--- src/rtl/wtp_pkg.sv ---
// Constants, field helpers and types for the window threshold and peak register slice
package wtp_pkg;

    // ****************************************************************
    // Geometry
    // ****************************************************************
    localparam int NUM_CH = 8;
    localparam int CH_W = 3;
    localparam int CODE_W = 12;
    localparam int IDX_W = 8;
    localparam int IDX_LSB = 2;
    localparam int HYST_SHIFT = 3;

    // ****************************************************************
    // Register indices, byte address is four times the index
    // ****************************************************************
    localparam logic [7:0] IDX_MON_BASE = 8'h20;
    localparam logic [7:0] IDX_FLOOR_UPPER_CH6 = 8'h3B;
    localparam logic [7:0] IDX_HYST_CEIL_LOWER_CH7 = 8'h3C;
    localparam logic [7:0] IDX_CEIL_UPPER_CH7 = 8'h3D;
    localparam logic [7:0] IDX_FLOOR_LOWER_DEB_CH7 = 8'h3E;
    localparam logic [7:0] IDX_FLOOR_UPPER_CH7 = 8'h3F;
    localparam logic [7:0] IDX_PEAK_BASE = 8'h60;
    localparam logic [7:0] IDX_PEAK_LOWER_CH0 = 8'h60;
    localparam logic [7:0] IDX_PEAK_UPPER_CH0 = 8'h61;
    localparam logic [7:0] IDX_PEAK_LOWER_CH1 = 8'h62;
    localparam logic [7:0] IDX_PEAK_UPPER_CH1 = 8'h63;
    localparam logic [7:0] IDX_PEAK_LOWER_CH2 = 8'h64;
    localparam logic [7:0] IDX_EVENT_STATUS = 8'h70;
    localparam logic [7:0] IDX_EVENT_MASK = 8'h71;
    localparam logic [7:0] MON_SPAN = 8'h20;
    localparam logic [7:0] PEAK_SPAN = 8'h10;

    // Position of a register inside a channel's group of four
    localparam logic [1:0] FLD_HYST = 2'h0;
    localparam logic [1:0] FLD_CEIL = 2'h1;
    localparam logic [1:0] FLD_DEB = 2'h2;
    localparam logic [1:0] FLD_FLOOR = 2'h3;

    // ****************************************************************
    // Reset values and bus answers
    // ****************************************************************
    localparam logic [7:0] RST_HYST = 8'hF0;
    localparam logic [7:0] RST_CEIL = 8'hFF;
    localparam logic [7:0] RST_DEB = 8'h00;
    localparam logic [7:0] RST_FLOOR = 8'h00;
    localparam logic [11:0] RST_PEAK = 12'h000;
    localparam logic [7:0] RST_MASK = 8'h00;
    localparam logic [1:0] RESP_OKAY = 2'h0;
    localparam logic [1:0] RESP_SLVERR = 2'h2;

    typedef struct packed {
        logic mon;
        logic pk;
        logic st;
        logic mk;
        logic [CH_W-1:0] ch;
        logic [1:0] fld;
        logic upper;
    } wtp_dec_type;

    // ****************************************************************
    // Field helpers
    // ****************************************************************
    function automatic logic [3:0] upper_nib(input logic [7:0] b);
        upper_nib = b[7:4];
    endfunction

    function automatic logic [3:0] lower_nib(input logic [7:0] b);
        lower_nib = b[3:0];
    endfunction

    function automatic logic [11:0] thr_join(input logic [7:0] top, input logic [7:0] reg_b);
        thr_join = {top, upper_nib(reg_b)};
    endfunction

    function automatic logic [12:0] hyst_amount(input logic [7:0] reg_b);
        hyst_amount = 13'(lower_nib(reg_b)) << HYST_SHIFT;
    endfunction

endpackage

--- src/rtl/wtp_monitor_regs.sv ---
// Window comparator settings, debounce, peak recorders and AXI4-Lite register slave
// Operation
// - High threshold lower nibble sits in hysteresis register bits 7-4, versus code bits 3:0.
// - Low threshold lower nibble sits in debounce register bits 7-4, versus code bits 3:0.
// - Threshold upper bytes are compared against the top eight code bits.
// - One 4-bit hysteresis in bits 3-0 serves both thresholds of a channel.
// - Hysteresis is shifted left three places, a 7-bit amount on low threshold bits.
// - Event flag sets only after n+1 consecutive samples beyond a threshold.
// - Hysteresis register resets to F0: ceiling nibble all ones, hysteresis zero.
// - Ceiling upper byte resets to FF, the largest threshold.
// - Four registers per channel in order hysteresis, ceiling, debounce, floor.
// - Each channel records the largest code seen since its peak lower byte was read.
// - Reading a peak lower byte clears the recorded value to zero, or to a sample of that channel in the same cycle.
// - Peak lower byte at even index from 60, upper byte next, reset zero.
module wtp_monitor_regs #(
    parameter int ADDR_W = 12
) (
    // Clock and reset
    input wire logic aclk,
    input wire logic aresetn,
    // AXI4-Lite write address and data
    input wire logic [ADDR_W-1:0] awaddr,
    input wire logic awvalid,
    output logic awready,
    input wire logic [31:0] wdata,
    input wire logic [3:0] wstrb,
    input wire logic wvalid,
    output logic wready,
    // AXI4-Lite write response
    output logic [1:0] bresp,
    output logic bvalid,
    input wire logic bready,
    // AXI4-Lite read
    input wire logic [ADDR_W-1:0] araddr,
    input wire logic arvalid,
    output logic arready,
    output logic [31:0] rdata,
    output logic [1:0] rresp,
    output logic rvalid,
    input wire logic rready,
    // Conversion results
    input wire logic sample_valid,
    input wire logic [wtp_pkg::CH_W-1:0] sample_chan,
    input wire logic [wtp_pkg::CODE_W-1:0] sample_code,
    // Interrupt
    output logic irq
);

    // ****************************************************************
    // State
    // ****************************************************************
    logic [7:0] hyst_q [wtp_pkg::NUM_CH];
    logic [7:0] ceil_q [wtp_pkg::NUM_CH];
    logic [7:0] deb_q [wtp_pkg::NUM_CH];
    logic [7:0] floor_q [wtp_pkg::NUM_CH];
    logic [11:0] peak_q [wtp_pkg::NUM_CH];
    logic [3:0] shadow_q [wtp_pkg::NUM_CH];
    logic [3:0] cnt_q [wtp_pkg::NUM_CH];
    logic [wtp_pkg::NUM_CH-1:0] over_q;
    logic [wtp_pkg::NUM_CH-1:0] under_q;
    logic [wtp_pkg::NUM_CH-1:0] status_q;
    logic [wtp_pkg::NUM_CH-1:0] mask_q;
    logic aw_hold_q;
    logic w_hold_q;
    logic [ADDR_W-1:0] waddr_q;
    logic [7:0] wbyte_q;
    logic wlane_q;
    localparam int LAST_CH = wtp_pkg::NUM_CH - 1;

    // ****************************************************************
    // Address decode
    // ****************************************************************
    function automatic wtp_pkg::wtp_dec_type decode(input logic [ADDR_W-1:0] a);
        logic [7:0] idx;
        logic [7:0] moff;
        logic [7:0] poff;
        logic top_ok;
        idx = a[wtp_pkg::IDX_LSB +: wtp_pkg::IDX_W];
        moff = idx - wtp_pkg::IDX_MON_BASE;
        poff = idx - wtp_pkg::IDX_PEAK_BASE;
        top_ok = (a >> (wtp_pkg::IDX_LSB + wtp_pkg::IDX_W)) == '0;
        decode.mon = top_ok && idx >= wtp_pkg::IDX_MON_BASE && moff < wtp_pkg::MON_SPAN;
        decode.pk = top_ok && idx >= wtp_pkg::IDX_PEAK_BASE && poff < wtp_pkg::PEAK_SPAN;
        decode.st = top_ok && idx == wtp_pkg::IDX_EVENT_STATUS;
        decode.mk = top_ok && idx == wtp_pkg::IDX_EVENT_MASK;
        decode.ch = decode.mon ? moff[2 +: wtp_pkg::CH_W] : poff[1 +: wtp_pkg::CH_W];
        decode.fld = moff[1:0];
        decode.upper = poff[0];
    endfunction

    wtp_pkg::wtp_dec_type wr_dec;
    wtp_pkg::wtp_dec_type rd_dec;
    wire wr_fire = aw_hold_q && w_hold_q && !bvalid;
    wire ar_fire = arvalid && arready;
    wire wr_lane = wr_fire && wlane_q;
    assign wr_dec = decode(waddr_q);
    assign rd_dec = decode(araddr);
    assign awready = !aw_hold_q;
    assign wready = !w_hold_q;
    assign arready = !rvalid;

    // ****************************************************************
    // Comparator for the channel of the current sample
    // ****************************************************************
    wire [wtp_pkg::CH_W-1:0] sel = sample_chan;
    // Threshold assembly
    wire [11:0] hi_thr = wtp_pkg::thr_join(ceil_q[sel], hyst_q[sel]);
    wire [11:0] lo_thr = wtp_pkg::thr_join(floor_q[sel], deb_q[sel]);
    // Shared shifted hysteresis
    wire [12:0] hamt = wtp_pkg::hyst_amount(hyst_q[sel]);
    wire [12:0] code_x = {1'b0, sample_code};
    // Full compare: upper byte against top code bits, nibble against low bits
    wire over = over_q[sel] ? (code_x + hamt > {1'b0, hi_thr}) : (sample_code > hi_thr);
    wire under = under_q[sel] ? (code_x < {1'b0, lo_thr} + hamt) : (sample_code < lo_thr);
    wire beyond = over || under;
    wire [3:0] limit = wtp_pkg::lower_nib(deb_q[sel]);
    // Debounce reached
    wire hit = sample_valid && beyond && cnt_q[sel] >= limit;
    wire st_clr = ar_fire && rd_dec.st;
    assign irq = |(status_q & mask_q);

    // ****************************************************************
    // Write channel capture and response
    // ****************************************************************
    always_ff @(posedge aclk) begin
        if (!aresetn) begin
            aw_hold_q <= 1'b0;
            w_hold_q <= 1'b0;
            waddr_q <= '0;
            wbyte_q <= 8'h00;
            wlane_q <= 1'b0;
            bvalid <= 1'b0;
            bresp <= wtp_pkg::RESP_OKAY;
        end else begin
            if (awvalid && awready) begin
                aw_hold_q <= 1'b1;
                waddr_q <= awaddr;
            end else if (wr_fire) begin
                aw_hold_q <= 1'b0;
            end
            if (wvalid && wready) begin
                w_hold_q <= 1'b1;
                wbyte_q <= wdata[7:0];
                wlane_q <= wstrb[0];
            end else if (wr_fire) begin
                w_hold_q <= 1'b0;
            end
            if (wr_fire) begin
                bvalid <= 1'b1;
                bresp <= (wr_dec.mon || wr_dec.pk || wr_dec.st || wr_dec.mk) ?
                    wtp_pkg::RESP_OKAY : wtp_pkg::RESP_SLVERR;
            end else if (bready) begin
                bvalid <= 1'b0;
            end
        end
    end

    // ****************************************************************
    // Read channel
    // ****************************************************************
    logic [7:0] rd_byte;
    always_comb begin
        rd_byte = 8'h00;
        if (rd_dec.mon) begin
            case (rd_dec.fld)
                wtp_pkg::FLD_HYST: rd_byte = hyst_q[rd_dec.ch];
                wtp_pkg::FLD_CEIL: rd_byte = ceil_q[rd_dec.ch];
                wtp_pkg::FLD_DEB: rd_byte = deb_q[rd_dec.ch];
                default: rd_byte = floor_q[rd_dec.ch];
            endcase
        end else if (rd_dec.pk) begin
            rd_byte = rd_dec.upper ? {4'h0, shadow_q[rd_dec.ch]} : peak_q[rd_dec.ch][7:0];
        end else if (rd_dec.st) begin
            rd_byte = status_q;
        end else if (rd_dec.mk) begin
            rd_byte = mask_q;
        end
    end

    always_ff @(posedge aclk) begin
        if (!aresetn) begin
            rvalid <= 1'b0;
            rdata <= 32'h0000_0000;
            rresp <= wtp_pkg::RESP_OKAY;
        end else if (ar_fire) begin
            rvalid <= 1'b1;
            rdata <= {24'h00_0000, rd_byte};
            rresp <= (rd_dec.mon || rd_dec.pk || rd_dec.st || rd_dec.mk) ?
                wtp_pkg::RESP_OKAY : wtp_pkg::RESP_SLVERR;
        end else if (rready) begin
            rvalid <= 1'b0;
        end
    end

    // ****************************************************************
    // Configuration registers, status and mask
    // ****************************************************************
    always_ff @(posedge aclk) begin
        if (!aresetn) begin
            for (int i = 0; i < wtp_pkg::NUM_CH; i++) begin
                // Power-up defaults
                hyst_q[i] <= wtp_pkg::RST_HYST;
                ceil_q[i] <= wtp_pkg::RST_CEIL;
                deb_q[i] <= wtp_pkg::RST_DEB;
                floor_q[i] <= wtp_pkg::RST_FLOOR;
            end
            mask_q <= wtp_pkg::RST_MASK;
            status_q <= '0;
        end else begin
            // Group layout per channel
            if (wr_lane && wr_dec.mon) begin
                case (wr_dec.fld)
                    wtp_pkg::FLD_HYST: hyst_q[wr_dec.ch] <= wbyte_q;
                    wtp_pkg::FLD_CEIL: ceil_q[wr_dec.ch] <= wbyte_q;
                    wtp_pkg::FLD_DEB: deb_q[wr_dec.ch] <= wbyte_q;
                    default: floor_q[wr_dec.ch] <= wbyte_q;
                endcase
            end
            if (wr_lane && wr_dec.mk) begin
                mask_q <= wbyte_q;
            end
            // Event set wins over read clear
            status_q <= (st_clr ? '0 : status_q) |
                ({{(wtp_pkg::NUM_CH-1){1'b0}}, hit} << sel);
        end
    end

    // ****************************************************************
    // Per-channel debounce, hysteresis state and peak recorders
    // ****************************************************************
    always_ff @(posedge aclk) begin
        if (!aresetn) begin
            for (int i = 0; i < wtp_pkg::NUM_CH; i++) begin
                peak_q[i] <= wtp_pkg::RST_PEAK;
                shadow_q[i] <= 4'h0;
                cnt_q[i] <= 4'h0;
            end
            over_q <= '0;
            under_q <= '0;
        end else begin
            // Consecutive count, restarts on an in-window sample
            if (sample_valid) begin
                over_q[sel] <= over;
                under_q[sel] <= under;
                cnt_q[sel] <= !beyond ? 4'h0 : (cnt_q[sel] >= limit ? cnt_q[sel] :
                    cnt_q[sel] + 4'h1);
            end
            for (int i = 0; i < wtp_pkg::NUM_CH; i++) begin
                // Lower-byte read clears and freezes the upper byte for the pair
                if (ar_fire && rd_dec.pk && !rd_dec.upper && rd_dec.ch == i) begin
                    shadow_q[i] <= peak_q[i][11:8];
                    peak_q[i] <= (sample_valid && sel == i) ? sample_code : wtp_pkg::RST_PEAK;
                end else begin
                    if (ar_fire && rd_dec.pk && rd_dec.upper && rd_dec.ch == i) begin
                        shadow_q[i] <= 4'h0;
                    end
                    // Running maximum
                    if (sample_valid && sel == i && sample_code > peak_q[i]) begin
                        peak_q[i] <= sample_code;
                    end
                end
            end
        end
    end

    // ****************************************************************
    // Assertions
    // ****************************************************************
    property p_reset_values;
        @(posedge aclk) disable iff (!aresetn)
        !$past(aresetn) |-> hyst_q[7] == wtp_pkg::RST_HYST && ceil_q[7] == wtp_pkg::RST_CEIL
            && deb_q[7] == wtp_pkg::RST_DEB && floor_q[7] == wtp_pkg::RST_FLOOR;
    endproperty
    a_reset_values: assert property (p_reset_values) else $error("bad reset value");

    property p_ceiling_default;
        @(posedge aclk) disable iff (!aresetn)
        !$past(aresetn) |-> hi_thr == 12'hFFF && hamt == 13'h0000;
    endproperty
    a_ceiling_default: assert property (p_ceiling_default) else $error("ceiling low");

    property p_cross_high;
        @(posedge aclk) disable iff (!aresetn)
        sample_valid && !over_q[sel] && sample_code > {ceil_q[sel], hyst_q[sel][7:4]}
            |=> over_q[$past(sel)];
    endproperty
    a_cross_high: assert property (p_cross_high) else $error("high crossing missed");

    property p_hyst_hold;
        @(posedge aclk) disable iff (!aresetn)
        sample_valid && over_q[sel] && sample_code <= hi_thr
            && ({1'b0, sample_code} + {6'h00, hyst_q[sel][3:0], 3'h0}) > {1'b0, hi_thr}
            |=> over_q[$past(sel)];
    endproperty
    a_hyst_hold: assert property (p_hyst_hold) else $error("hysteresis not applied");

    property p_debounce;
        @(posedge aclk) disable iff (!aresetn)
        sample_valid && beyond && cnt_q[sel] == deb_q[sel][3:0] |=> status_q[$past(sel)];
    endproperty
    a_debounce: assert property (p_debounce) else $error("event flag not set");

    property p_no_early_event;
        @(posedge aclk) disable iff (!aresetn)
        !status_q[LAST_CH]
            && !(sample_valid && sel == LAST_CH && cnt_q[LAST_CH] >= deb_q[LAST_CH][3:0])
            |=> !status_q[LAST_CH];
    endproperty
    a_no_early_event: assert property (p_no_early_event) else $error("early event");

    property p_peak_track;
        @(posedge aclk) disable iff (!aresetn)
        sample_valid && sample_code > peak_q[sel] |=> peak_q[$past(sel)] == $past(sample_code);
    endproperty
    a_peak_track: assert property (p_peak_track) else $error("peak not tracked");

    property p_peak_clear;
        @(posedge aclk) disable iff (!aresetn)
        ar_fire && rd_dec.pk && !rd_dec.upper && rd_dec.ch == 0 && !(sample_valid && sel == 0)
            |=> peak_q[0] == wtp_pkg::RST_PEAK;
    endproperty
    a_peak_clear: assert property (p_peak_clear) else $error("peak not cleared");

    property p_peak_readonly;
        @(posedge aclk) disable iff (!aresetn)
        wr_fire && wr_dec.pk && !sample_valid && !ar_fire |=> $stable(peak_q[wr_dec.ch]);
    endproperty
    a_peak_readonly: assert property (p_peak_readonly) else $error("peak written");

    property p_write_answer;
        @(posedge aclk) disable iff (!aresetn)
        awvalid && awready && wvalid && wready |-> ##2 bvalid;
    endproperty
    a_write_answer: assert property (p_write_answer) else $error("late write response");

    property p_cross_low;
        @(posedge aclk) disable iff (!aresetn)
        sample_valid && !under_q[sel] && sample_code < {floor_q[sel], deb_q[sel][7:4]}
            |=> under_q[$past(sel)];
    endproperty
    a_cross_low: assert property (p_cross_low) else $error("low crossing missed");

    property p_low_hyst_hold;
        @(posedge aclk) disable iff (!aresetn)
        sample_valid && under_q[sel] && sample_code >= lo_thr
            && code_x < ({1'b0, lo_thr} + {6'h00, hyst_q[sel][3:0], 3'h0})
            |=> under_q[$past(sel)];
    endproperty
    a_low_hyst_hold: assert property (p_low_hyst_hold) else $error("low hold lost");

    property p_peak_pair;
        @(posedge aclk) disable iff (!aresetn)
        ar_fire && rd_dec.pk && !rd_dec.upper |=> rdata[7:0] == $past(peak_q[rd_dec.ch][7:0])
            && shadow_q[$past(rd_dec.ch)] == $past(peak_q[rd_dec.ch][11:8]);
    endproperty
    a_peak_pair: assert property (p_peak_pair) else $error("peak pair split");

    property p_cfg_write;
        @(posedge aclk) disable iff (!aresetn)
        wr_lane && wr_dec.mon && wr_dec.fld == wtp_pkg::FLD_CEIL
            |=> ceil_q[$past(wr_dec.ch)] == $past(wbyte_q);
    endproperty
    a_cfg_write: assert property (p_cfg_write) else $error("ceiling not written");

    c_event: cover property (@(posedge aclk) disable iff (!aresetn) $rose(irq));
    c_peak_read: cover property (@(posedge aclk) disable iff (!aresetn)
        ar_fire && rd_dec.pk ##1 rvalid && rdata != 32'h0000_0000);
    c_cfg_write: cover property (@(posedge aclk) disable iff (!aresetn)
        wr_fire && wr_dec.mon && wr_dec.fld == wtp_pkg::FLD_DEB);
    c_hyst_hold: cover property (@(posedge aclk) disable iff (!aresetn)
        sample_valid && over_q[sel] && sample_code <= hi_thr && hit);

endmodule

--- config.mk ---
export PLATFORM = sky130hd
export DESIGN_NAME = wtp_monitor_regs
export DESIGN_NICKNAME = d
export VERILOG_FILES = /design/src/rtl/wtp_pkg.sv /design/src/rtl/wtp_monitor_regs.sv
export SDC_FILE = /design/constraint.sdc
export NUM_CORES = 1
export LEC_CHECK = 0
export BUFFER_PORTS_ARGS = -buffer_cell sky130_fd_sc_hd__buf_2
export CAP_MARGIN = 30
export CELL_PAD_IN_SITES_DETAIL_PLACEMENT = 1
export CELL_PAD_IN_SITES_GLOBAL_PLACEMENT = 2
export CORE_MARGIN = 2
export CORE_UTILIZATION = 42
export CTS_CLUSTER_SIZE = 25
export DETAILED_ROUTE_END_ITERATION = 8
export HOLD_SLACK_MARGIN = 0.1
export PLACE_DENSITY = 0.76
export SETUP_SLACK_MARGIN = 0.3
export SLEW_MARGIN = 20
export SYNTH_ARGS = -nofsm -noshare
export SYNTH_HDL_FRONTEND = slang
export SYNTH_SLANG_ARGS = --single-unit
--- constraint.sdc ---
create_clock -name aclk -period 6.6 [get_ports aclk]
set_input_delay 0.66 -clock aclk [delete_from_list [all_inputs] [get_ports aclk]]
set_output_delay 0.66 -clock aclk [all_outputs]
set_load 0.1 [all_outputs]
==> out/qor.log, run 1 <==
qor: global_routing.first_global_vias 23600
qor: timing.unrepaired_setup_endpoints_after_global_routing false
qor: cts.ctsHoldBuffers 0
qor: detailed_routing.drt-vias-per-instance 6.42
qor: floorplanning.floorplan.io_pins 125
qor: detailed_routing.wl_per_cell 31.0 um
qor: global_routing.global_route.peak_usage_layer met2
qor: cts.tritoncts_num_sinks 481
qor: final_layout.instances_no_fill 3624
qor: worst_setup_path.setup.worst_path.end_class flip-flop
qor: cts.cts-root-buf sky130_fd_sc_hd__clkbuf_16
qor: detailed_routing.drt_drc_violations_left 0
qor: cts.postCtsResizedCells 0
qor: cts.cts.htree.levels 2
qor: final_layout.drive_above_1_share 0.146
qor: logic_synthesis.syn_area_per_cell 11.0 um2
qor: timing.fin_setup_tns 0 ns
qor: final_layout.layout.cells.most_common_list sky130_fd_sc_hd__edfxtp_1, sky130_fd_sc_hd__and2_1, sky130_fd_sc_hd__ha_1, sky130_fd_sc_hd__nor2_1, sky130_fd_sc_hd__nand2_1
qor: timing.finalSetupViolCount 0
qor: cts.cts_tree yes
qor: power_and_ir_drop.vdd_drop_max 190 uV
qor: timing.hold_viol 0
qor: worst_setup_path.crit_path_start_kind primary input
qor: detailed_routing.drt_iter0_markers 2470
qor: floorplanning.core_area 0.0685 mm2
qor: worst_setup_path.worstReg2RegStart hyst_q[4][1]$_SDFFCE_PN0P_
qor: placement.gp_congestion 0.902
qor: logic_synthesis.yosys_register_bits 481
qor: global_routing.globalRouteOverflowTotal 0
qor: logic_synthesis.ys_types 87
qor: hold_path.worst_hold_check_path_type in -> reg
qor: power_and_ir_drop.pwr_density_cell 242 mW/mm2
qor: logic_synthesis.synth-edff-count 416
qor: logic_synthesis.synth.largest_area_cell sky130_fd_sc_hd__edfxtp_1
qor: timing.min_period 5.71 ns
qor: worst_setup_path.cp_max_fo 32
qor: placement.post-dp-hpwl 80.4 mm
qor: worst_setup_path.worst-setup-path-type in -> reg
qor: final_layout.fill_cells 7362
qor: placement.postPlaceCellArea 0.0305 mm2
qor: timing.finalMaxSlewViolations 0
qor: cts.worst_skew_pair.late_latency 0.63 ns
qor: detailed_routing.final_antenna_violating_net_count 0
qor: final_layout.final_nets 2934
qor: timing.max-slew-margin-rel 0.292
qor: cts.clk_path_buf_depth 3
qor: worst_setup_path.minimum_setup_slack_among_reg_to_reg_paths 0.96 ns
qor: floorplanning.initial_core_util 0.423
qor: flow_run.cap_viol_max_count 0
qor: floorplanning.dieWidth 267 um
qor: global_routing.global_route.usage.met1 0.410
qor: detailed_routing.finalWirelength 112 mm
qor: detailed_routing.via_count 23300
qor: worst_setup_path.worst-r2r-cell-count 19
qor: logic_synthesis.synth.top_cells.by_area sky130_fd_sc_hd__edfxtp_1, sky130_fd_sc_hd__ha_1, sky130_fd_sc_hd__mux4_2, sky130_fd_sc_hd__and2_1, sky130_fd_sc_hd__dfxtp_1
qor: global_routing.grt_first_pass_wirelength 162 mm
qor: global_routing.met3_demand_to_capacity_share_in_global_routing 0.0518
qor: timing.max_freq 175 MHz
qor: final_layout.layout-area-overhead-vs-synth 11.5%
qor: global_routing.grt_util_met2 0.505
qor: detailed_routing.firstDrtPassIters 5
qor: floorplanning.core.rowCount 96
qor: logic_synthesis.synthDominantCellAreaShare 0.431
qor: global_routing.grt_start_max_net_pins 73
qor: worst_setup_path.timing.critical_path.to cnt_q[4][0]$_SDFFCE_PN0P_
qor: logic_synthesis.synthArstFlopShare 0
qor: status.run_status finished clean
qor: timing.timing_worst_slew_pin_value 1.06 ns
qor: final_layout.final_common_cell sky130_fd_sc_hd__edfxtp_1
qor: global_routing.antenna_violations_before_repair 1
qor: floorplanning.die_area 0.0711 mm2
qor: placement.io_buffers 67
qor: global_routing.globalRouteTotalUtil 0.314
qor: timing.timing.final.crit_share 0.865
qor: logic_synthesis.mappedNetlistArea 0.0290 mm2
qor: timing.final.setup_skew 0.0273 ns
qor: cts.post_cts_buffers 0
qor: power_and_ir_drop.leakage 12.0 nW
qor: floorplanning.die-height 267 um
qor: worst_setup_path.worst_setup_path_startpoint sample_chan[1]
qor: cts.numCtsBuffers 55
qor: worst_setup_path.cp.required 6.95 ns
qor: worst_setup_path.worst_ep_arrival_time 6.06 ns
qor: final_layout.antenna_cells_inserted 0
qor: worst_setup_path.crit-reg2reg-capture cnt_q[4][0]$_SDFFCE_PN0P_
qor: final_layout.postLayoutCellArea 0.0323 mm2
qor: logic_synthesis.post_synth_inst_count 2635
qor: placement.dpl.cell_count 3517
qor: logic_synthesis.yosysSeqAreaShare 0.476
qor: cts.cts.clk_slew.worst_paths 0.06 ns
qor: logic_synthesis.synth_flop_cell sky130_fd_sc_hd__edfxtp_1
qor: logic_synthesis.synthesis.yosys.warnings 0
==> layer usage <==
metal | up-vias | part of all wire
met5 | - | 0.00012
met3 | 259 | 0.076
met4 | 2 | 0.055
met2 | 1065 | 0.46
met1 | 11900 | 0.41
li1 | 10100 | -
==> sequential cells by signal (all words and copies together) (netlist names), 8 cells and up <==
signal and cells:
over_q 8, cnt_q 32, deb_q 64, hyst_q 64, floor_q 64, shadow_q 32, status_q 8, wbyte_q 8
rdata 8, peak_q 96, mask_q 8, ceil_q 64, waddr_q 10, under_q 8
==> cells in the mapped netlist, types with 7 or more instances <==
| cell | instances |
|---|---|
| sky130_fd_sc_hd__nor3_1 | 83 |
| sky130_fd_sc_hd__buf_4 | 30 |
| sky130_fd_sc_hd__a211oi_1 | 24 |
| sky130_fd_sc_hd__a22oi_1 | 18 |
| sky130_fd_sc_hd__buf_2 | 37 |
| sky130_fd_sc_hd__nand2_1 | 125 |
| sky130_fd_sc_hd__o32ai_1 | 8 |
| sky130_fd_sc_hd__edfxtp_1 | 416 |
| sky130_fd_sc_hd__mux2i_1 | 83 |
| sky130_fd_sc_hd__a21oi_1 | 114 |
| sky130_fd_sc_hd__and3_1 | 25 |
| sky130_fd_sc_hd__buf_1 | 24 |
| sky130_fd_sc_hd__ha_1 | 154 |
| sky130_fd_sc_hd__xnor2_1 | 11 |
| sky130_fd_sc_hd__o22ai_1 | 48 |
| sky130_fd_sc_hd__nand4_1 | 36 |
| sky130_fd_sc_hd__o221ai_1 | 38 |
| sky130_fd_sc_hd__and2_1 | 244 |
| sky130_fd_sc_hd__or3_1 | 113 |
| sky130_fd_sc_hd__and4_1 | 8 |
| sky130_fd_sc_hd__inv_1 | 119 |
| sky130_fd_sc_hd__xor2_1 | 7 |
| sky130_fd_sc_hd__nor2_1 | 144 |
| sky130_fd_sc_hd__mux2_2 | 16 |
| sky130_fd_sc_hd__nand3_1 | 41 |
| sky130_fd_sc_hd__nand2b_1 | 12 |
| sky130_fd_sc_hd__dfxtp_1 | 65 |
| sky130_fd_sc_hd__o211ai_1 | 18 |
| sky130_fd_sc_hd__o31ai_1 | 14 |
| sky130_fd_sc_hd__a31oi_1 | 8 |
| sky130_fd_sc_hd__clkbuf_1 | 113 |
| sky130_fd_sc_hd__a211o_1 | 7 |
| sky130_fd_sc_hd__a221oi_1 | 18 |
| sky130_fd_sc_hd__nor4_1 | 18 |
| sky130_fd_sc_hd__o2111ai_1 | 7 |
| sky130_fd_sc_hd__o21a_1 | 17 |
| sky130_fd_sc_hd__a21o_1 | 51 |
| sky130_fd_sc_hd__nor2b_1 | 20 |
| sky130_fd_sc_hd__o21ai_0 | 121 |
| sky130_fd_sc_hd__mux4_2 | 75 |
| sky130_fd_sc_hd__o22a_1 | 7 |
==> cell type report <==
| class | count | area [um2] | share of cell area |
|---|---|---|---|
| Sequential cell | 481 | 13800 | 0.427 |
| Clock buffer | 68 | 1480 | 0.0457 |
| Inverter | 123 | 462 | 0.0143 |
| Timing Repair Buffer | 187 | 1230 | 0.0381 |
| Multi-Input combinational cell | 1847 | 13900 | 0.430 |
| Tap cell | 882 | 1100 | 0.0342 |
| Clock inverter | 36 | 340 | 0.0105 |
==> worst min-delay path by stage <==
stage | startpoint | to | cells past startpoint
3_5_place_dp | over_q[7]$_SDFFE_PN0P_ | over_q[7]$_SDFFE_PN0P_ | 2
5_1_grt | rready | rvalid$_SDFFE_PN0P_ | 2
6_report | rready | rvalid$_SDFFE_PN0P_ | 2
4_1_cts | rready | rvalid$_SDFFE_PN0P_ | 2
2_1_floorplan | over_q[7]$_SDFFE_PN0P_ | over_q[7]$_SDFFE_PN0P_ | 2
3_3_place_gp | over_q[7]$_SDFFE_PN0P_ | over_q[7]$_SDFFE_PN0P_ | 2
==> power by group <==
part,switching [W],leakage [nW],internal (W),total [W]
Sequential,0.0000899,4.53,0.00339,0.00348
Combinational,0.000824,6.63,0.000370,0.00119
Clock,0.00132,0.881,0.00182,0.00314
Total,0.00223,12.0,0.00558,0.00782
==> logic make-up after synthesis <==
kind of cell             count (synthesis)  synth area share
AND/OR/NAND/NOR                        892             0.166
AO/OA/AOI/OAI                          569             0.132
flip-flops                             481             0.476
buffers and inverters                  332            0.0497
multiplexers                           184             0.101
adder cells (fa/ha/maj)                156            0.0679
XOR/XNOR                                20           0.00696
other                                    1          0.000129
==> worst max-delay path, stage by stage <==
cell and delay (ns):
sky130_fd_sc_hd__buf_4 0.49, sky130_fd_sc_hd__mux4_2 0.44, sky130_fd_sc_hd__mux2i_1 0.37, sky130_fd_sc_hd__inv_1 0.17, sky130_fd_sc_hd__ha_1 0.32, sky130_fd_sc_hd__a21o_1 0.17
sky130_fd_sc_hd__a21oi_1 0.23, sky130_fd_sc_hd__and2b_1 0.23, sky130_fd_sc_hd__o21ai_0 0.28, sky130_fd_sc_hd__nor3_1 0.10, sky130_fd_sc_hd__xor2_1 0.17, sky130_fd_sc_hd__ha_1 0.33
sky130_fd_sc_hd__nand3_1 0.14, sky130_fd_sc_hd__nor3_1 0.22, sky130_fd_sc_hd__o211ai_1 0.11, sky130_fd_sc_hd__o211ai_1 0.14, sky130_fd_sc_hd__o211a_4 0.31, sky130_fd_sc_hd__nor3b_4 0.66
sky130_fd_sc_hd__nand2b_1 0.38, sky130_fd_sc_hd__nor2_1 0.10
==> metrics by stage <==
stage,hold WS (ns),power (W),util,setup WS [ns]
after detailed placement,0.448,0.00472,0.445,0.348
after global placement,0.446,0.00467,0.444,0.440
after CTS,0.208,0.00782,0.472,0.968
final,0.229,0.00782,0.472,0.892
after global routing,0.231,0.00803,0.472,0.561
after floorplan,0.433,0.00427,-,0.686
Power figures use the tool's default switching activity.
==> inputs of run 2 (changes only) <==
--- a/config.mk
+++ b/config.mk
@@ -5,12 +5,13 @@
 export SDC_FILE = /design/constraint.sdc
 export NUM_CORES = 1
 export LEC_CHECK = 0
+export ABC_AREA = 1
 export BUFFER_PORTS_ARGS = -buffer_cell sky130_fd_sc_hd__buf_2
 export CAP_MARGIN = 30
 export CELL_PAD_IN_SITES_DETAIL_PLACEMENT = 1
 export CELL_PAD_IN_SITES_GLOBAL_PLACEMENT = 2
 export CORE_MARGIN = 2
-export CORE_UTILIZATION = 42
+export CORE_UTILIZATION = 38
 export CTS_CLUSTER_SIZE = 25
 export DETAILED_ROUTE_END_ITERATION = 8
 export HOLD_SLACK_MARGIN = 0.1
==> run 2 against run 1 <==
  * Synthesized cell count increased by 28%
  * Sequential power decreased by 1%
  * Register-to-register slack improved by 0.56 ns
  * Cell count increased by 21%
  * Area after synthesis decreased by 3.5%
==> out/qor.log, run 2 <==
qor: worst_setup_path.worst_ep_arrival_time 5.90 ns [-0.16 ns]
qor: final_layout.instances_no_fill 4398 [+21%]
qor: power_and_ir_drop.pwr-share-comb 0.154 [about the same]
qor: cts.cts.clk_slew.worst_paths 0.06 ns [about the same]
qor: timing.finalMaxSlewViolations 0 [unchanged]
qor: logic_synthesis.post_synth_inst_count 3366 [+28%]
qor: logic_synthesis.yosysSeqAreaShare 0.493 [+0.0171]
qor: final_layout.max_reg_flops 96 [unchanged]
qor: detailed_routing.wl_per_cell 25.4 um [-18%]
qor: timing.unrepaired_setup_endpoints_after_global_routing false
qor: timing.fin_setup_tns 0 ns [unchanged]
qor: cts.cts_tree yes
qor: cts.ctsHoldBuffers 0 [unchanged]
qor: worst_setup_path.crit_chain buf_2 -> nor2_4 -> buf_4 -> a221oi_1 -> o21ai_0 -> inv_1 -> fa_1 -> nor2_1 -> a211oi_1 -> nor2_1 -> nand3_1 -> nor3_1 -> xor2_1 -> ha_1 -> inv_1 -> o21bai_1 -> a21oi_1 -> nand2_1 -> nand3_1 -> o211ai_1 -> nor2_1
qor: logic_synthesis.mappedNetlistArea 0.0280 mm2 [-3.5%]
qor: detailed_routing.firstDrtPassIters 6 [+1]
qor: floorplanning.initial_core_util 0.383 [-0.0398]
qor: power_and_ir_drop.netSwitchingFraction 0.295 [+0.00947]
qor: power_and_ir_drop.leakage 12.8 nW [+6.5%]
qor: floorplanning.die-height 275 um [+3.2%]
qor: floorplanning.dieWidth 275 um [+3.2%]
qor: final_layout.fill_cells 8656 [+18%]
qor: global_routing.globalRouteOverflowTotal 0 [unchanged]
qor: logic_synthesis.ys_types 54 [-38%]
qor: timing.max_freq 181 MHz [+3.0%]
qor: global_routing.first_global_vias 25500 [+7.7%]
qor: worst_setup_path.cp_max_fo 27 [-16%]
qor: placement.post-dp-hpwl 78.9 mm [-1.9%]
qor: timing.timing.final.crit_share 0.839 [-0.0255]
qor: cts.tritoncts_num_sinks 481 [unchanged]
qor: logic_synthesis.yosysMostFrequentCell sky130_fd_sc_hd__nand2_1
qor: logic_synthesis.synthesis.yosys.warnings 0 [unchanged]
qor: placement.postPlaceCellArea 0.0292 mm2 [-4.3%]
qor: cts.clk_path_buf_depth 3 [unchanged]
qor: timing.final.setup_skew 0.0283 ns [+0.000979 ns]
qor: timing.min_period 5.54 ns [-0.168 ns]
qor: final_layout.final_common_cell sky130_fd_sc_hd__nand2_1
qor: power_and_ir_drop.intPower 0.00562 W [+0.65%]
qor: worst_setup_path.worst-r2r-cell-count 25 [+6]
qor: floorplanning.core.rowCount 99 [+3.1%]
qor: timing.finalSetupViolCount 0 [unchanged]
qor: final_layout.antenna_cells_inserted 0 [unchanged]
qor: detailed_routing.drt-vias-per-instance 5.58 [-13%]
qor: global_routing.grt_first_pass_wirelength 164 mm [+0.71%]
qor: hold_path.holdPathStages 3 [+1]
qor: power_and_ir_drop.power_frac_seq 0.432 [-0.014]
qor: global_routing.globalRouteTotalUtil 0.294 [-0.0195]
qor: worst_setup_path.worst-setup-path-type in -> reg
qor: logic_synthesis.synthArstFlopShare 0 [unchanged]
qor: logic_synthesis.yosys_register_bits 481 [unchanged]
qor: logic_synthesis.synth.largest_area_cell sky130_fd_sc_hd__edfxtp_1
qor: detailed_routing.finalWirelength 112 mm [-0.59%]
qor: worst_setup_path.minimum_setup_slack_among_reg_to_reg_paths 1.52 ns [+0.56 ns]
qor: timing.timing_worst_slew_pin_value 1.01 ns [-0.0528 ns]
qor: hold_path.hold_start awaddr[11]
qor: cts.numCtsBuffers 56 [+1.8%]
qor: worst_setup_path.most_common_cell_on_crit_path sky130_fd_sc_hd__nor2_1
qor: power_and_ir_drop.clock_power_share 0.414 [+0.013]
qor: placement.dpl.cell_count 4292 [+22%]
qor: timing.max-slew-margin-rel 0.325 [+0.0327]
qor: hold_path.worstHoldEndpoint waddr_q[11]$_SDFFE_PN0P_
qor: detailed_routing.final_antenna_violating_net_count 0 [unchanged]
qor: floorplanning.die_area 0.0758 mm2 [+6.6%]
qor: status.run_status finished clean
qor: floorplanning.core_area 0.0730 mm2 [+6.6%]
qor: global_routing.grt_start_max_net_pins 86 [+18%]
qor: final_layout.layout.cells.most_common_list sky130_fd_sc_hd__nand2_1, sky130_fd_sc_hd__nor2_1, sky130_fd_sc_hd__edfxtp_1, sky130_fd_sc_hd__inv_1, sky130_fd_sc_hd__a21oi_1
qor: timing.worst_slack 1.06 ns [+0.168 ns]
qor: placement.place_worst_setup_slack 0.426 ns [+0.0782 ns]
qor: worst_setup_path.crit_path_start_kind primary input
qor: worst_setup_path.critical_path_max_stage_delay 0.55 ns [-0.11 ns]
qor: logic_synthesis.yosys-top-cells-count sky130_fd_sc_hd__nand2_1, sky130_fd_sc_hd__nor2_1, sky130_fd_sc_hd__edfxtp_1
qor: cts.cts-root-buf sky130_fd_sc_hd__clkbuf_16
qor: detailed_routing.drt_drc_violations_left 0 [unchanged]
qor: power_and_ir_drop.pwr_density_cell 257 mW/mm2 [+6.0%]
qor: final_layout.final_nets 3632 [+24%]
qor: worst_setup_path.cp_slowest_cell sky130_fd_sc_hd__o21ai_0
qor: flow_run.cap_viol_max_count 0 [unchanged]
qor: worst_setup_path.cp.required 6.96 ns [about the same]
qor: hold_path.worst_hold_check_path_type in -> reg
qor: detailed_routing.via_count 24600 [+5.6%]
qor: cts.cts.htree.levels 2 [unchanged]
qor: cts.postCtsResizedCells 0 [unchanged]
qor: logic_synthesis.syn_area_per_cell 8.31 um2 [-24%]
qor: cts.post_cts_buffers 0 [unchanged]
qor: final_layout.registers.top_by_ff_count peak_q
qor: logic_synthesis.synth-edff-count 416 [unchanged]
qor: placement.io_buffers 67 [unchanged]
qor: timing.hold_viol 0 [unchanged]
qor: final_layout.postLayoutCellArea 0.0311 mm2 [-3.8%]
qor: worst_setup_path.worstReg2RegStart hyst_q[3][0]$_SDFFCE_PN0P_
qor: logic_synthesis.synth.top_cells.by_area sky130_fd_sc_hd__edfxtp_1, sky130_fd_sc_hd__nand2_1, sky130_fd_sc_hd__nor2_1, sky130_fd_sc_hd__ha_1, sky130_fd_sc_hd__inv_1
qor: final_layout.final_standard_cell_utilization_of_the_core 0.426 [-0.0458]
qor: final_layout.layout-area-overhead-vs-synth 11.2%
qor: worst_setup_path.setup.worst_path.end_class flip-flop
qor: detailed_routing.drt_iter0_markers 1925 [-22%]
qor: power_and_ir_drop.vdd_drop_max 206 uV [+8.5%]
qor: logic_synthesis.synthDominantCellAreaShare 0.447 [+0.0155]
qor: power_and_ir_drop.net-switching-power 0.00235 W [+5.4%]
qor: placement.gp_congestion 0.896 [-0.73%]
qor: global_routing.antenna_violations_before_repair 3 [+2]
qor: logic_synthesis.synth_flop_cell sky130_fd_sc_hd__edfxtp_1
qor: cts.worst_skew_pair.late_latency 0.65 ns [+0.02 ns]
qor: final_layout.drive_above_1_share 0.0747 [-0.0708]
qor: floorplanning.floorplan.io_pins 125 [unchanged]
qor: worst_setup_path.crit-reg2reg-capture cnt_q[4][1]$_SDFFCE_PN0P_
==> run 2: cell count changes after synthesis, sizes merged, moves of 51 or more <==
| cell | previous run | this run |
|---|---|---|
| mux4 | 82 | 0 |
| a21o | 51 | 0 |
| nand3 | 41 | 139 |
| mux2i | 86 | 0 |
| and2 | 244 | 0 |
| nand2 | 127 | 795 |
| nor2 | 144 | 574 |
| inv | 121 | 386 |
| a21oi | 115 | 170 |
| or3 | 113 | 0 |
==> run 2: cell families (layout without fill, tap and decap cells) <==
kind of cell               after synthesis  in the layout  synth area share
and+or+nand+nor                       1684           1684             0.250
buffers and inverters                  571            619            0.0844
DFF                                    481            481             0.493
adders and majority gates              156            156            0.0704
AOI/OAI and AO/OA                      455            455            0.0956
xor gates and xnor gates                18             18           0.00564
other                                    1             26          0.000134
==> run 2: per-stage QoR <==
| stage | total power [W] | hold slack, ns |
|---|---|---|
| 2_1_floorplan | 0.00426 | 0.439 |
| 3_3_place_gp | 0.00467 | 0.428 |
| 3_5_place_dp | 0.00472 | 0.435 |
| 4_1_cts | 0.00800 | 0.213 |
| 5_1_grt | 0.00823 | 0.239 |
| 6_report | 0.00797 | 0.234 |
==> run 2: how the worst max path moves through the flow <==
stage / from / end / cells after the start
floorplan: sample_chan[1] / cnt_q[6][2]$_SDFFCE_PN0P_ / 31
global placement: sample_chan[0] / cnt_q[6][1]$_SDFFCE_PN0P_ / 21
detailed placement: sample_chan[0] / cnt_q[3][1]$_SDFFCE_PN0P_ / 21
CTS: sample_chan[0] / cnt_q[7][1]$_SDFFCE_PN0P_ / 22
global route: sample_chan[0] / cnt_q[4][1]$_SDFFCE_PN0P_ / 24
finish: sample_chan[0] / cnt_q[4][1]$_SDFFCE_PN0P_ / 21
==> run 2: layout make-up <==
class                      count  area [um2]  share of cell area
clock buffer                  63        1430              0.0459
clock inverter                41         483              0.0155
inverter                     396        1490              0.0478
multi-input combinational   2339       11900               0.384
sequential                   481       13800               0.444
tap                          959        1200              0.0386
timing repair buffer         119         753              0.0242
==> run 2: routing by layer <==
metal	GRT usage	up-vias	share of wire
li1	-	11300	-
met1	0.375	12300	0.42
met2	0.508	733	0.48
met3	0.0386	229	0.055
met4	0.115	4	0.042
met5	0	-	0.00016
==> run 2: critical path, delay by kind of cell <==
family / cells / cell delay (ns)
adder cells (fa/ha/maj): 2 / 0.78
buffers and inverters: 4 / 1.02
XOR/XNOR: 1 / 0.12
AO/OA/AOI/OAI: 6 / 1.58
AND/OR/NAND/NOR: 8 / 1.71
==> run 2: power by group through the flow <==
stage | logic, W | registers [W] | clock network (W)
global placement | 0.00117 | 0.00350 | 0
floorplan | 0.000738 | 0.00352 | 0
detailed placement | 0.00122 | 0.00351 | 0
global route | 0.00133 | 0.00345 | 0.00344
finish | 0.00123 | 0.00344 | 0.00330
CTS | 0.00122 | 0.00344 | 0.00334
